[config.mk]
export PLATFORM = sky130hd
export DESIGN_NAME = hsls_hub_strap_latch
export DESIGN_NICKNAME = d
export VERILOG_FILES = /design/src/hsls_pkg.sv /design/src/hsls_sync.sv /design/src/hsls_strap_latch.sv /design/src/hsls_hub_strap_latch.sv
export SDC_FILE = /design/constraint.sdc
export NUM_CORES = 1
export LEC_CHECK = 0
export BUFFER_PORTS_ARGS = -buffer_cell sky130_fd_sc_hd__buf_2
export CORE_ASPECT_RATIO = 0.9
export CORE_MARGIN = 8
export CORE_UTILIZATION = 47
export CTS_BUF_LIST = sky130_fd_sc_hd__clkbuf_4
export CTS_CLUSTER_SIZE = 14
export DETAILED_ROUTE_END_ITERATION = 6
export PLACE_DENSITY = 0.88
export SLEW_MARGIN = 20
export SYNTH_ARGS = -nofsm -noshare
export SYNTH_HDL_FRONTEND = slang
export SYNTH_SLANG_ARGS = --single-unit
export TNS_END_PERCENT = 10
[constraint.sdc]
create_clock -name pclk -period 1.5 [get_ports pclk]
set_input_delay 0.075 -clock pclk [delete_from_list [all_inputs] [get_ports pclk]]
set_output_delay 0.075 -clock pclk [all_outputs]
set_load 0.005 [all_outputs]
[src/hsls_pkg.sv]
package hsls_pkg;

	// APB register byte addresses.
	localparam logic [7:0] ADDR_CTRL   = 8'h00;
	localparam logic [7:0] ADDR_STRAP  = 8'h04;
	localparam logic [7:0] ADDR_STATUS = 8'h08;

	// Control register fields and reset value.
	localparam int         CTRL_CONFIGURED_BIT = 0;
	localparam int         CTRL_SUSPENDED_BIT  = 1;
	localparam int         CTRL_LED_ENABLE_BIT = 2;
	localparam int         CTRL_WIDTH          = 3;
	localparam logic [2:0] CTRL_RESET          = 3'h0;

	// Strap register fields, all read only.
	localparam int STRAP_CODE_LSB      = 0;
	localparam int STRAP_FIXED_LSB     = 3;
	localparam int STRAP_MASK_LSB      = 5;
	localparam int STRAP_LED_LOW_BIT   = 9;
	localparam int STRAP_ENABLED_BIT   = 10;
	localparam int STRAP_CAPTURED_BIT  = 11;

	// Status register fields, all read only.
	localparam int STATUS_SELF_POWER_BIT = 0;
	localparam int STATUS_CLOCK_48_BIT   = 1;
	localparam int STATUS_SUPPLY_OK_BIT  = 2;
	localparam int STATUS_RUNNING_BIT    = 3;

	// Configuration method codes that the select straps may carry.
	localparam logic [2:0] CFG_DEFAULT_STRAPS  = 3'h0;
	localparam logic [2:0] CFG_SERIAL_SLAVE    = 3'h1;
	localparam logic [2:0] CFG_DEFAULT_STRAPS2 = 3'h2;
	localparam logic [2:0] CFG_EEPROM_LOAD     = 3'h3;

	// Fixed port masks for each two bit fixed port strap code.
	localparam logic [3:0] FIXED_MASK_NONE = 4'h0;
	localparam logic [3:0] FIXED_MASK_P1   = 4'h1;
	localparam logic [3:0] FIXED_MASK_P12  = 4'h3;
	localparam logic [3:0] FIXED_MASK_P123 = 4'h7;

	// Package variants in pins.
	localparam int PACKAGE_SMALL = 36;
	localparam int PACKAGE_LARGE = 48;

	// Synchroniser depth for every pin input.
	localparam int SYNC_STAGES = 2;

	// Timing: clock period and least external reset pulse.
	localparam int CLK_PERIOD_NS    = 4;
	localparam int RESET_MIN_NS     = 1000;
	localparam int RESET_MIN_CYCLES = (RESET_MIN_NS + CLK_PERIOD_NS - 1) / CLK_PERIOD_NS;

	// Sequencing states of the strap capture.
	typedef enum logic [1:0] {
		HSLS_HOLD,
		HSLS_CAPTURE,
		HSLS_RUN
	} hsls_state_type;

	// Strap values that are sampled together at reset release.
	typedef struct packed {
		logic [2:0] cfg_code;
		logic [1:0] fixed_strap;
	} hsls_strap_type;

endpackage

[src/hsls_sync.sv]
`timescale 1ns/10ps

// Two flip-flop synchroniser, one chain per bit.
module hsls_sync #(
	parameter int WIDTH = 1
) (
	// Clock and reset.
	input  wire logic             clk,
	input  wire logic             rst_n,
	// Asynchronous levels in, synchronised levels out.
	input  wire logic [WIDTH-1:0] async_in,
	output logic      [WIDTH-1:0] sync_out
);

	// First stage of every chain; read only by the second stage.
	logic [WIDTH-1:0] meta;

	// Refuse a width that has no bits.
	if (WIDTH < 1) begin : g_check
		$error("hsls_sync needs at least one bit.");
	end

	// Each bit passes two flops before any logic sees it.
	for (genvar i = 0; i < WIDTH; i++) begin : g_bit
		always_ff @(posedge clk or negedge rst_n) begin
			if (!rst_n) begin
				meta[i]     <= 1'b0;
				sync_out[i] <= 1'b0;
			end else begin
				meta[i]     <= async_in[i];
				sync_out[i] <= meta[i];
			end
		end
	end

endmodule

[src/hsls_strap_latch.sv]
`timescale 1ns/10ps

// Holds the straps sampled at reset release until the next reset.
module hsls_strap_latch (
	// Clock and reset.
	input  wire logic                    clk,
	input  wire logic                    rst_n,
	// One-cycle capture strobe and the synchronised strap levels.
	input  wire logic                    capture,
	input  wire hsls_pkg::hsls_strap_type strap_in,
	// Held strap values and a flag that they are valid.
	output hsls_pkg::hsls_strap_type     strap_held,
	output logic                         captured
);

	// Straps are taken once; later pin changes are ignored.
	always_ff @(posedge clk or negedge rst_n) begin
		if (!rst_n) begin
			strap_held <= '0;
			captured   <= 1'b0;
		end else if (capture && !captured) begin
			strap_held <= strap_in;
			captured   <= 1'b1;
		end
	end

endmodule

[src/hsls_hub_strap_latch.sv]
`timescale 1ns/10ps

// Function
// Latch upper config select at reset release.
// Small package: upper select reads zero.
// Board holds reset low one microsecond; the bench holds its first reset only 10 cycles.
// Hold logic in reset until supplies stable.
// Indicator on only configured and not suspended.
// Sense low: bus power; high: local.
// Sample both fixed strap bits together.
// Decode fixed strap into fixed port mask.
// Strap codes 01, 11 make LED low.
// Clock select 0 is 24, 1 is 48.
// 48 MHz input only in large package.
// Code 001 serial slave, 011 EEPROM load.
// Latched straps hold until next reset.
module hsls_hub_strap_latch #(
	parameter int PACKAGE_PINS = hsls_pkg::PACKAGE_LARGE
) (
	// APB clock and reset; the reset is the device reset input.
	input  wire logic        pclk,
	input  wire logic        presetn,
	// APB slave request.
	input  wire logic [7:0]  paddr,
	input  wire logic        psel,
	input  wire logic        penable,
	input  wire logic        pwrite,
	input  wire logic [31:0] pwdata,
	// APB slave answer.
	output logic             pready,
	output logic [31:0]      prdata,
	output logic             pslverr,
	// Supply monitor, high once all supplies are stable.
	input  wire logic        supply_good,
	// Configuration method select straps.
	input  wire logic        config_method_select_hi,
	input  wire logic        config_method_select_mid,
	input  wire logic        config_method_select_lo,
	// High fixed port strap, shared with the serial data pin.
	input  wire logic        fixed_port_strap_hi,
	// Shared indicator, power sense and low fixed strap pin.
	input  wire logic        activity_indicator_in,
	output logic             activity_indicator_out,
	output logic             activity_indicator_oe,
	// External clock rate select.
	input  wire logic        ext_clock_rate_select,
	// Latched configuration towards the hub core.
	output logic [2:0]       cfg_method_code,
	output logic             serial_slave_mode,
	output logic             eeprom_load_mode,
	output logic             straps_enabled,
	output logic [3:0]       fixed_port_mask,
	output logic             led_active_low,
	// Live status towards the hub core.
	output logic             clock_mode_48,
	output logic             self_power_present,
	output logic             hub_logic_ready
);

	// Pin levels after the synchroniser, in one vector.
	logic [6:0]               pins_sync;
	// Individual synchronised pins.
	logic                     supply_good_s;
	logic                     sel_hi_s;
	logic                     sel_mid_s;
	logic                     sel_lo_s;
	logic                     strap_hi_s;
	logic                     shared_pin_s;
	logic                     clock_sel_s;
	// Capture sequencer state and its next value.
	hsls_pkg::hsls_state_type state;
	hsls_pkg::hsls_state_type next_state;
	// Strap vector offered to the latch, and what it holds.
	hsls_pkg::hsls_strap_type strap_live;
	hsls_pkg::hsls_strap_type strap_held;
	// High once the straps are held.
	logic                     captured;
	// Straps are honoured for the held configuration code.
	logic                     strap_allowed;
	// Fixed strap as it applies, zero when straps are disabled.
	logic [1:0]               fixed_code;
	// Software control register.
	logic [2:0]               ctrl;
	// Recent drive enables; the synchronised pin lags the drive by two cycles.
	logic [1:0]               oe_history;
	// APB access phase qualifiers.
	logic                     apb_access;
	logic                     apb_write;
	// Read data and address check for the current address.
	logic [31:0]              next_rdata;
	logic                     addr_ok;

	// Refuse a package size the logic does not know.
	if (PACKAGE_PINS != hsls_pkg::PACKAGE_SMALL &&
	    PACKAGE_PINS != hsls_pkg::PACKAGE_LARGE) begin : g_check
		$error("PACKAGE_PINS must be 36 or 48.");
	end

	// Every pin input passes two flops before use.
	hsls_sync #(
		.WIDTH    (7)
	) u_sync (
		.clk      (pclk),
		.rst_n    (presetn),
		.async_in ({supply_good, config_method_select_hi, config_method_select_mid,
		            config_method_select_lo, fixed_port_strap_hi, activity_indicator_in,
		            ext_clock_rate_select}),
		.sync_out (pins_sync)
	);

	// Split the synchronised vector back into named levels.
	assign supply_good_s = pins_sync[6];
	assign sel_hi_s      = pins_sync[5];
	assign sel_mid_s     = pins_sync[4];
	assign sel_lo_s      = pins_sync[3];
	assign strap_hi_s    = pins_sync[2];
	assign shared_pin_s  = pins_sync[1];
	assign clock_sel_s   = pins_sync[0];

	// Assemble the straps; the small package has no upper select pin.
	always_comb begin
		strap_live = '0;
		if (PACKAGE_PINS == hsls_pkg::PACKAGE_LARGE) begin
			strap_live.cfg_code = {sel_hi_s, sel_mid_s, sel_lo_s};
		end else begin
			strap_live.cfg_code = {1'b0, sel_mid_s, sel_lo_s};
		end
		// Both fixed strap bits are taken in the same capture.
		strap_live.fixed_strap = {strap_hi_s, shared_pin_s};
	end

	// Sequencer: wait for stable supplies, capture once, then run.
	always_comb begin
		next_state = state;
		case (state)
			// Internal logic stays held while supplies settle.
			hsls_pkg::HSLS_HOLD: begin
				if (supply_good_s) begin
					next_state = hsls_pkg::HSLS_CAPTURE;
				end
			end
			// One cycle in which the straps are sampled.
			hsls_pkg::HSLS_CAPTURE: begin
				next_state = hsls_pkg::HSLS_RUN;
			end
			// Normal operation; a supply drop returns to hold.
			hsls_pkg::HSLS_RUN: begin
				if (!supply_good_s) begin
					next_state = hsls_pkg::HSLS_HOLD;
				end
			end
			default: begin
				next_state = hsls_pkg::HSLS_HOLD;
			end
		endcase
	end

	// Sequencer state register.
	always_ff @(posedge pclk or negedge presetn) begin
		if (!presetn) begin
			state <= hsls_pkg::HSLS_HOLD;
		end else begin
			state <= next_state;
		end
	end

	// The strap latch takes the straps only in the capture state.
	hsls_strap_latch u_latch (
		.clk        (pclk),
		.rst_n      (presetn),
		.capture    (state == hsls_pkg::HSLS_CAPTURE),
		.strap_in   (strap_live),
		.strap_held (strap_held),
		.captured   (captured)
	);

	// Only the two default codes leave the pin straps in force.
	assign strap_allowed = (strap_held.cfg_code == hsls_pkg::CFG_DEFAULT_STRAPS) ||
	                       (strap_held.cfg_code == hsls_pkg::CFG_DEFAULT_STRAPS2);
	// A disabled strap counts as code 00.
	assign fixed_code    = strap_allowed ? strap_held.fixed_strap : 2'h0;

	// Decoded configuration, registered towards the hub core.
	always_ff @(posedge pclk or negedge presetn) begin
		if (!presetn) begin
			cfg_method_code   <= 3'h0;
			serial_slave_mode <= 1'b0;
			eeprom_load_mode  <= 1'b0;
			straps_enabled    <= 1'b0;
			fixed_port_mask   <= hsls_pkg::FIXED_MASK_NONE;
			led_active_low    <= 1'b0;
		end else begin
			cfg_method_code   <= strap_held.cfg_code;
			// Serial slave for code 001, EEPROM load for code 011.
			serial_slave_mode <= captured &&
			                     strap_held.cfg_code == hsls_pkg::CFG_SERIAL_SLAVE;
			eeprom_load_mode  <= captured &&
			                     strap_held.cfg_code == hsls_pkg::CFG_EEPROM_LOAD;
			straps_enabled    <= captured && strap_allowed;
			// Ports fixed from port 1 upward.
			case (fixed_code)
				2'h0: begin
					fixed_port_mask <= hsls_pkg::FIXED_MASK_NONE;
				end
				2'h1: begin
					fixed_port_mask <= hsls_pkg::FIXED_MASK_P1;
				end
				2'h2: begin
					fixed_port_mask <= hsls_pkg::FIXED_MASK_P12;
				end
				default: begin
					fixed_port_mask <= hsls_pkg::FIXED_MASK_P123;
				end
			endcase
			// Odd strap codes make the indicator active low.
			led_active_low    <= fixed_code[0];
		end
	end

	// Shared pin: driven as indicator only when running and enabled.
	always_ff @(posedge pclk or negedge presetn) begin
		if (!presetn) begin
			activity_indicator_oe  <= 1'b0;
			activity_indicator_out <= 1'b0;
			oe_history             <= 2'h0;
		end else begin
			// Remember the drive through both synchroniser stages.
			oe_history             <= {oe_history[0], activity_indicator_oe};
			activity_indicator_oe  <= (next_state == hsls_pkg::HSLS_RUN) &&
			                          ctrl[hsls_pkg::CTRL_LED_ENABLE_BIT];
			// Lit only while configured and not suspended, then polarity.
			activity_indicator_out <= (ctrl[hsls_pkg::CTRL_CONFIGURED_BIT] &&
			                           !ctrl[hsls_pkg::CTRL_SUSPENDED_BIT]) ^
			                          fixed_code[0];
		end
	end

	// Power sense is read from the shared pin while nothing drives it.
	always_ff @(posedge pclk or negedge presetn) begin
		if (!presetn) begin
			self_power_present <= 1'b0;
		end else if (!activity_indicator_oe && oe_history == 2'h0 &&
		             state == hsls_pkg::HSLS_RUN) begin
			// The own drive level must have left the synchroniser first.
			// Low means bus powered, high means a local supply.
			self_power_present <= shared_pin_s;
		end
	end

	// Clock rate mode; the small package runs at 24 MHz only.
	always_ff @(posedge pclk or negedge presetn) begin
		if (!presetn) begin
			clock_mode_48 <= 1'b0;
		end else if (PACKAGE_PINS == hsls_pkg::PACKAGE_LARGE) begin
			clock_mode_48 <= clock_sel_s;
		end else begin
			clock_mode_48 <= 1'b0;
		end
	end

	// Ready flag for the hub core, high once running.
	always_ff @(posedge pclk or negedge presetn) begin
		if (!presetn) begin
			hub_logic_ready <= 1'b0;
		end else begin
			hub_logic_ready <= (next_state == hsls_pkg::HSLS_RUN);
		end
	end

	// Access phase, and a write at the edge that completes it.
	assign apb_access = psel && penable;
	assign apb_write  = apb_access && pready && pwrite;

	// Read mux and address decode for the current address.
	always_comb begin
		next_rdata = 32'h0;
		addr_ok    = 1'b1;
		case (paddr)
			hsls_pkg::ADDR_CTRL: begin
				next_rdata[hsls_pkg::CTRL_WIDTH-1:0] = ctrl;
			end
			hsls_pkg::ADDR_STRAP: begin
				next_rdata[hsls_pkg::STRAP_CODE_LSB +: 3]  = strap_held.cfg_code;
				next_rdata[hsls_pkg::STRAP_FIXED_LSB +: 2] = fixed_code;
				next_rdata[hsls_pkg::STRAP_MASK_LSB +: 4]  = fixed_port_mask;
				next_rdata[hsls_pkg::STRAP_LED_LOW_BIT]    = led_active_low;
				next_rdata[hsls_pkg::STRAP_ENABLED_BIT]    = straps_enabled;
				next_rdata[hsls_pkg::STRAP_CAPTURED_BIT]   = captured;
			end
			hsls_pkg::ADDR_STATUS: begin
				next_rdata[hsls_pkg::STATUS_SELF_POWER_BIT] = self_power_present;
				next_rdata[hsls_pkg::STATUS_CLOCK_48_BIT]   = clock_mode_48;
				next_rdata[hsls_pkg::STATUS_SUPPLY_OK_BIT]  = supply_good_s;
				next_rdata[hsls_pkg::STATUS_RUNNING_BIT]    = hub_logic_ready;
			end
			default: begin
				addr_ok = 1'b0;
			end
		endcase
	end

	// Answer one cycle into the access phase; error on unmapped address.
	always_ff @(posedge pclk or negedge presetn) begin
		if (!presetn) begin
			pready  <= 1'b0;
			pslverr <= 1'b0;
			prdata  <= 32'h0;
		end else begin
			pready  <= apb_access && !pready;
			pslverr <= apb_access && !pready && !addr_ok;
			if (apb_access && !pready && !pwrite) begin
				prdata <= next_rdata;
			end
		end
	end

	// Control register; read-only addresses ignore writes.
	always_ff @(posedge pclk or negedge presetn) begin
		if (!presetn) begin
			ctrl <= hsls_pkg::CTRL_RESET;
		end else if (apb_write && paddr == hsls_pkg::ADDR_CTRL) begin
			ctrl <= pwdata[hsls_pkg::CTRL_WIDTH-1:0];
		end
	end

endmodule

==> results.json, run 1 <==
{
  "dieHeight_um": 79.16,
  "coreArea_sq_mm": 0.004345,
  "drt_pass1_iterations": 4,
  "cts_buffer_depth": 2,
  "worstHoldStart": "paddr[3]",
  "period_needed_ps": 1409,
  "fmax_mhz": 709.9,
  "cellInternalPower_mw": 2.134,
  "layout.nets": 285,
  "p_total_mw": 2.940,
  "rsz0062_at_grt": "no",
  "outcome": "finished, final reports clean",
  "gp_congestion": 0.7852,
  "row_count": 23,
  "first_iter_violations": 45,
  "postSynthAreaPerCell_sq_um": 12.86,
  "fin_setup_tns_ps": 0,
  "synth.distinct_cells": 30,
  "cts_tree": "done",
  "ys_async_sr_fraction_pct": 100.0,
  "pwr-share-clk_pct": 19.5,
  "drt.antenna.violating_nets": 0,
  "grt_usage_pct": 12.10,
  "arrival_ps": 1670,
  "rr_endpoint": "ctrl[0]$_DFFE_PN0P_",
  "leakage_nw": 1.304,
  "drive_gt1_share_pct": 31.76,
  "clock_latency_ps": 360,
  "mostFrequentLayoutCells": "dfrtp_1 (54), buf_2 (50), nand2_1 (25), conb_1 (22), dlygate4sd3_1 (13)",
  "synth_edf_count": 0,
  "slew_violations": 0,
  "vias": 1320,
  "crit_fanout": 6,
  "area_delta_synth_final_pct": 22.22,
  "path_delay_family": "simple AND/OR/NAND/NOR gates",
  "hold_depth": 3,
  "cts_root_buf": "clkbuf_4",
  "clock_skew_ps": 12.64,
  "cp.required_ps": 1760,
  "cp_num_buf_inv": 0,
  "grt_pass1_vias": 1321,
  "drc_errors": 0,
  "wl_mm": 4.074,
  "numPortBuffers": 50,
  "ys_warn_count": 0,
  "grt_remaining_overflow": 0,
  "cp-end-kind": "flop",
  "reg2reg_slack_ps": 90,
  "routed_via_density": 4.475,
  "whs_endpoint": "pslverr$_DFF_PN0_",
  "antenna_found_initial": 0,
  "pwr-share-seq_pct": 62.2,
  "postCtsSetupBuffers": 0,
  "r2r_start": "pready$_DFF_PN0_",
  "maxCapViolations": 0,
  "path_clk_slew_ps": 140,
  "synthCells": 162,
  "final_common_cell": "dfrtp_1",
  "hold_viol": 0,
  "vdd_drop_max_mv": 0.8856,
  "io_pins": 102,
  "grt_pass1_wl_mm": 6.437,
  "crit_slowest_cell": "dfrtp_2",
  "post-dp-hpwl_mm": 2.978,
  "cts_buffers": 5,
  "p_per_area_mw_per_mm2": 1155,
  "ys_seq_area_share_pct": 66.07,
  "sw_frac_of_total_pct": 27.43,
  "setup_viol": 0,
  "start_util_pct": 47.94,
  "switchingPower_mw": 0.8065,
  "worst_setup_path_start_kind": "flop",
  "ys.flop_type": "dfrtp_1",
  "cts_sinks": 55,
  "reg2regPathDepth": 3,
  "wl_per_cell_um": 13.81,
  "ys_seq_elements": 55,
  "pwr-share-comb_pct": 18.3,
  "critPathKind": "reg -> reg",
  "cts_max_level": 2,
  "cp_cell_sequence": "nor4bb_2, nand4b_1, mux2_2",
  "dieArea_sq_mm": 0.006822,
  "grt_max_degree": 56,
  "die_x_um": 86.18,
  "syn_area_sq_mm": 0.002083,
  "hp-class": "in -> reg",
  "antennaDiodeCount": 0,
  "period_share_pct": 93.91,
  "cpPeakStageDelay_ps": 430
}
Yosys cell counts (2+ instances only):
| cell type | n | share of area [%] |
|---|---|---|
| dfrtp_1 | 55 | 66 |
| nand2_1 | 25 | 4.5 |
| buf_4 | 22 | 7.9 |
| mux2_2 | 9 | 4.9 |
| o21ai_0 | 9 | 2.2 |
| nor2_1 | 4 | 0.72 |
| a2bb2oi_1 | 3 | 1.3 |
| mux2i_1 | 3 | 1.4 |
| nand2b_1 | 3 | 0.90 |
| nor2b_1 | 3 | 0.90 |
| and2_1 | 2 | 0.60 |
| clkbuf_1 | 2 | 0.36 |
| inv_1 | 2 | 0.36 |
| nand3_1 | 2 | 0.48 |
| nor3b_1 | 2 | 0.72 |
| nor4bb_1 | 2 | 0.96 |
flip-flops by register name (all words and copies together) (netlist names), 2 cells and up:
signal / cells
prdata: 11
u_sync.meta: 7
u_sync.sync_out: 7
u_latch.strap_held: 5
cfg_method_code: 3
ctrl: 3
fixed_port_mask: 3
oe_history: 2
state: 2
how the worst max path moves through the flow:
stage | startpoint | end | slack, ps | cells after the start
3_3_place_gp | pready$_DFF_PN0_ | ctrl[1]$_DFFE_PN0P_ | 130 | 3
2_1_floorplan | state[1]$_DFF_PN0_ | u_latch.strap_held[0]$_DFFE_PN0P_ | 190 | 3
5_1_grt | pready$_DFF_PN0_ | ctrl[0]$_DFFE_PN0P_ | 20 | 3
4_1_cts | pready$_DFF_PN0_ | ctrl[2]$_DFFE_PN0P_ | 70 | 3
3_5_place_dp | pready$_DFF_PN0_ | ctrl[2]$_DFFE_PN0P_ | 110 | 3
6_report | pready$_DFF_PN0_ | ctrl[0]$_DFFE_PN0P_ | 90 | 3
per-layer routing:
layer	routed length (um)	up-vias	track usage [%]
met5	0	-	0
met4	34	0	4.124
met3	365	5	4.845
met2	1909	47	18.29
met1	1766	624	15.47
li1	-	644	-
power by group through the flow:
stage / Combinational (mW) / Clock [mW] / Sequential (mW)
floorplan: 0.275 / 0 / 1.84
global placement: 0.499 / 0 / 1.85
detailed placement: 0.520 / 0 / 1.86
CTS: 0.545 / 0.599 / 1.83
global route: 0.597 / 0.660 / 1.86
finish: 0.539 / 0.573 / 1.83
worst min-delay path, delay by kind of cell:
kind | cells | cell delay [ps]
buf+inv | 1 | 150
simple gates | 1 | 60
compound gates | 1 | 80
cell families (layout without fill, tap and decap cells):
kind of cell	Yosys count	in the layout	synth area share, %
flops	55	55	66.07
simple gates	50	50	12.97
buf+inv	27	77	9.189
compound gates	16	16	4.865
mux	12	12	6.306
other cells	1	22	0.1800
xor+xnor	1	1	0.4205
per-stage QoR:
stage          worst slack (ps)  hold WS (ps)  util (%)  area (sq um)  instances
6_report                  91.36         27.89     58.59          2546        295
5_1_grt                   16.70         5.602     58.59          2546        295
3_5_place_dp              112.0         89.69     54.22          2356        275
3_3_place_gp              133.1         86.03     54.22          2356        275
2_1_floorplan             193.0        -220.6         -          2162        183
4_1_cts                   67.54         7.174     58.28          2532        295
repair_timing:
action | 4_1_cts | 5_1_grt
endpoints found under the hold margin | 67 | 0
gates resized for setup | 0 | 3
endpoints found under the setup margin | 0 | 11
hold buffers | 13 | 0
final cells by class:
class / instances / area, sq um
Fill cell: 365 / 1799
Sequential cell: 55 / 1378
Multi-Input combinational cell: 101 / 606.8
Clock buffer: 5 / 37.54
Inverter: 2 / 7.507
Clock inverter: 2 / 8.758
Timing Repair Buffer: 68 / 430.4
Tap cell: 62 / 77.57
Power figures use the tool's default switching activity.
==> run 2: changes to the inputs <==
--- a/config.mk
+++ b/config.mk
@@ -12,9 +12,11 @@
 export CTS_BUF_LIST = sky130_fd_sc_hd__clkbuf_4
 export CTS_CLUSTER_SIZE = 14
 export DETAILED_ROUTE_END_ITERATION = 6
+export GPL_ROUTABILITY_DRIVEN = 0
 export PLACE_DENSITY = 0.88
-export SLEW_MARGIN = 20
+export SLEW_MARGIN = 25
 export SYNTH_ARGS = -nofsm -noshare
 export SYNTH_HDL_FRONTEND = slang
+export SYNTH_HIERARCHICAL = 1
 export SYNTH_SLANG_ARGS = --single-unit
 export TNS_END_PERCENT = 10
==> results.json, run 2 <==
{
  "outcome": "finished, final reports clean",
  "switchingPower_mw": 0.8216,
  "grt_pass1_vias": 1413,
  "setup_viol": 0,
  "synth_top_family_by_area": "simple AND/OR/NAND/NOR gates",
  "fmax_mhz": 684.6,
  "drt_pass1_iterations": 4,
  "cp_cell_sequence": "nor4bb_1, nand4b_1, mux2_2",
  "pwr-share-seq_pct": 61.5,
  "cellInternalPower_mw": 2.162,
  "synth-xor-area-share_pct": 0.4177,
  "die_x_um": 86.41,
  "wl_mm": 3.952,
  "crit_slowest_cell": "dfrtp_1",
  "cp.required_ps": 1760,
  "drc_errors": 0,
  "cpPeakStageDelay_ps": 460,
  "grt_pass1_wl_mm": 6.182,
  "cts_sinks": 55,
  "leakage_nw": 1.297,
  "crit_fanout": 6,
  "antennaDiodeCount": 0,
  "maxCapViolations": 0,
  "grt_max_degree": 40,
  "seq_area_sq_mm": 0.001376,
  "largest_reg_flops": 11,
  "cts_buffer_depth": 2,
  "vias": 1332,
  "yosys.area.top_type": "dfrtp_1",
  "synth-adder-area-share_pct": 0,
  "vdd_drop_max_mv": 0.7594,
  "cts_tree": "done",
  "yosysTopAreaCellShare_pct": 65.63,
  "syn_area_sq_mm": 0.002097,
  "wl_per_cell_um": 13.40,
  "postCtsSetupBuffers": 0,
  "crit_path_start": "pready$_DFF_PN0_",
  "multi_input_area_sq_um": 610.6,
  "regMostFlops": "prdata",
  "synthCells": 163,
  "row_count": 23,
  "start_util_pct": 47.94,
  "pwr-share-comb_pct": 17.6,
  "dieHeight_um": 79.37,
  "netlist_top_cells_area": "dfrtp_1 (66%), buf_4 (7.9%), mux2_2 (4.8%), nand2_1 (4.3%), o21ai_0 (2.6%)",
  "hp-class": "in -> reg",
  "ys_async_sr_fraction_pct": 100.0,
  "ys_warn_count": 6,
  "r2r_start": "pready$_DFF_PN0_",
  "io_pins": 102,
  "period_needed_ps": 1461,
  "ys.flop_type": "dfrtp_1",
  "cts_max_level": 2,
  "post-dp-hpwl_mm": 3.005,
  "p_per_area_mw_per_mm2": 1171,
  "layout.nets": 284,
  "grt_remaining_overflow": 0,
  "dieArea_sq_mm": 0.006858,
  "utilization_pct": 58.27,
  "numPortBuffers": 50,
  "first_iter_violations": 47,
  "postSynthAreaPerCell_sq_um": 12.87,
  "synthTopCellsByCount": "dfrtp_1 (55), nand2_1 (24), buf_4 (22)",
  "reg.largest.list": "prdata x11, u_sync/meta x7, u_sync/sync_out x7",
  "slew_violations": 0,
  "clock_latency_ps": 360,
  "period_share_pct": 97.38,
  "cp-end-kind": "flop",
  "sw_frac_of_total_pct": 27.53,
  "grt_usage_pct": 11.57,
  "drive_gt1_share_pct": 31.33,
  "pwr-share-clk_pct": 20.9,
  "hold_ws_ps": 24.10,
  "worstHoldStart": "paddr[3]",
  "fin_setup_tns_ps": 0,
  "critPathKind": "reg -> reg",
  "yosysMostFrequentCell": "dfrtp_1",
  "synth_compound_area_share_pct": 5.310,
  "synth.area.mux_share_pct": 6.265,
  "synth_edf_count": 0,
  "hold_viol": 0,
  "cts_root_buf": "clkbuf_4",
  "synth-simple-area-share_pct": 12.89,
  "ys_seq_elements": 55,
  "reg2regPathDepth": 3,
  "routed_via_density": 4.515,
  "synth.distinct_cells": 31,
  "mostFrequentLayoutCells": "dfrtp_1 (55), buf_2 (50), nand2_1 (24), conb_1 (22), dlygate4sd3_1 (13)",
  "final_common_cell": "dfrtp_1",
  "ys_seq_area_share_pct": 65.63,
  "antenna_found_initial": 0,
  "drt.antenna.violating_nets": 0,
  "p_total_mw": 2.984,
  "fillCellCount": 411,
  "clock_skew_ps": 4.856,
  "worst_setup_path_start_kind": "flop",
  "coreArea_sq_mm": 0.004374,
  "arrival_ps": 1720,
  "path_clk_slew_ps": 140,
  "area_delta_synth_final_pct": 21.54,
  "cts_buffers": 5,
  "hold_depth": 3
}
run 2: per-stage QoR:
stage	worst slack, ps	cell area (sq um)	instances
final	39.31	2549	295
after global routing	-6.372	2549	295
after CTS	98.32	2542	295
after detailed placement	106.2	2355	274
after global placement	162.1	2355	274
after floorplan	242.5	2176	184
run 2: kinds of logic after synthesis:
kind of cell           Yosys count
buffers and inverters           28
flip-flops                      55
AO/OA/AOI/OAI                   18
XOR/XNOR                         1
multiplexers                    12
AND/OR/NAND/NOR                 48
other                            1
run 2: path summary, 6_finish.rpt:
check	slack (ps)	to
max	40	ctrl[1]$_DFFE_PN0P_
min	20	pslverr$_DFF_PN0_
max reg2reg	40	ctrl[1]$_DFFE_PN0P_
min reg2reg	370	u_sync/sync_out[0]$_DFF_PN0_
max in group asynchronous	820	u_latch/strap_held[3]$_DFFE_PN0P_
min in group asynchronous	150	pslverr$_DFF_PN0_
run 2: worst max-delay path: cells and delay by family (launching register included):
kind,cells,cell delay [ps]
muxes,1,330
and+or+nand+nor,2,570
DFF,1,460
run 2: final cells by class:
type | count | share of cell area (%)
inverters | 3 | 0.4418
repair buffers | 66 | 16.30
flip-flops and latches | 55 | 54.00
well taps | 62 | 3.044
clock inverters | 2 | 0.4909
clock buffers | 6 | 1.767
multi-input cells | 101 | 23.96
run 2: layer usage:
layer | vias up | global-route usage, % | wire (um)
met5 | - | 0 | 0
met4 | 0 | 6.529 | 127
met3 | 14 | 5.556 | 407
met2 | 54 | 18.46 | 1825
met1 | 624 | 12.40 | 1591
li1 | 640 | - | -
run 2: timing repair:
| item | in CTS | in global routing |
|---|---|---|
| resized for setup | 0 | 1 |
| setup endpoints to repair | 0 | 3 |
| hold buffers | 13 | 0 |
| hold endpoints to repair | 67 | 0 |
run 2: power by group through the flow:
stage | combinational, mW | clock [mW] | sequential [mW]
after global placement | 0.492 | 0 | 1.86
after global routing | 0.592 | 0.698 | 1.86
after floorplan | 0.283 | 0 | 1.84
after CTS | 0.538 | 0.654 | 1.84
final | 0.525 | 0.625 | 1.83
after detailed placement | 0.512 | 0 | 1.87
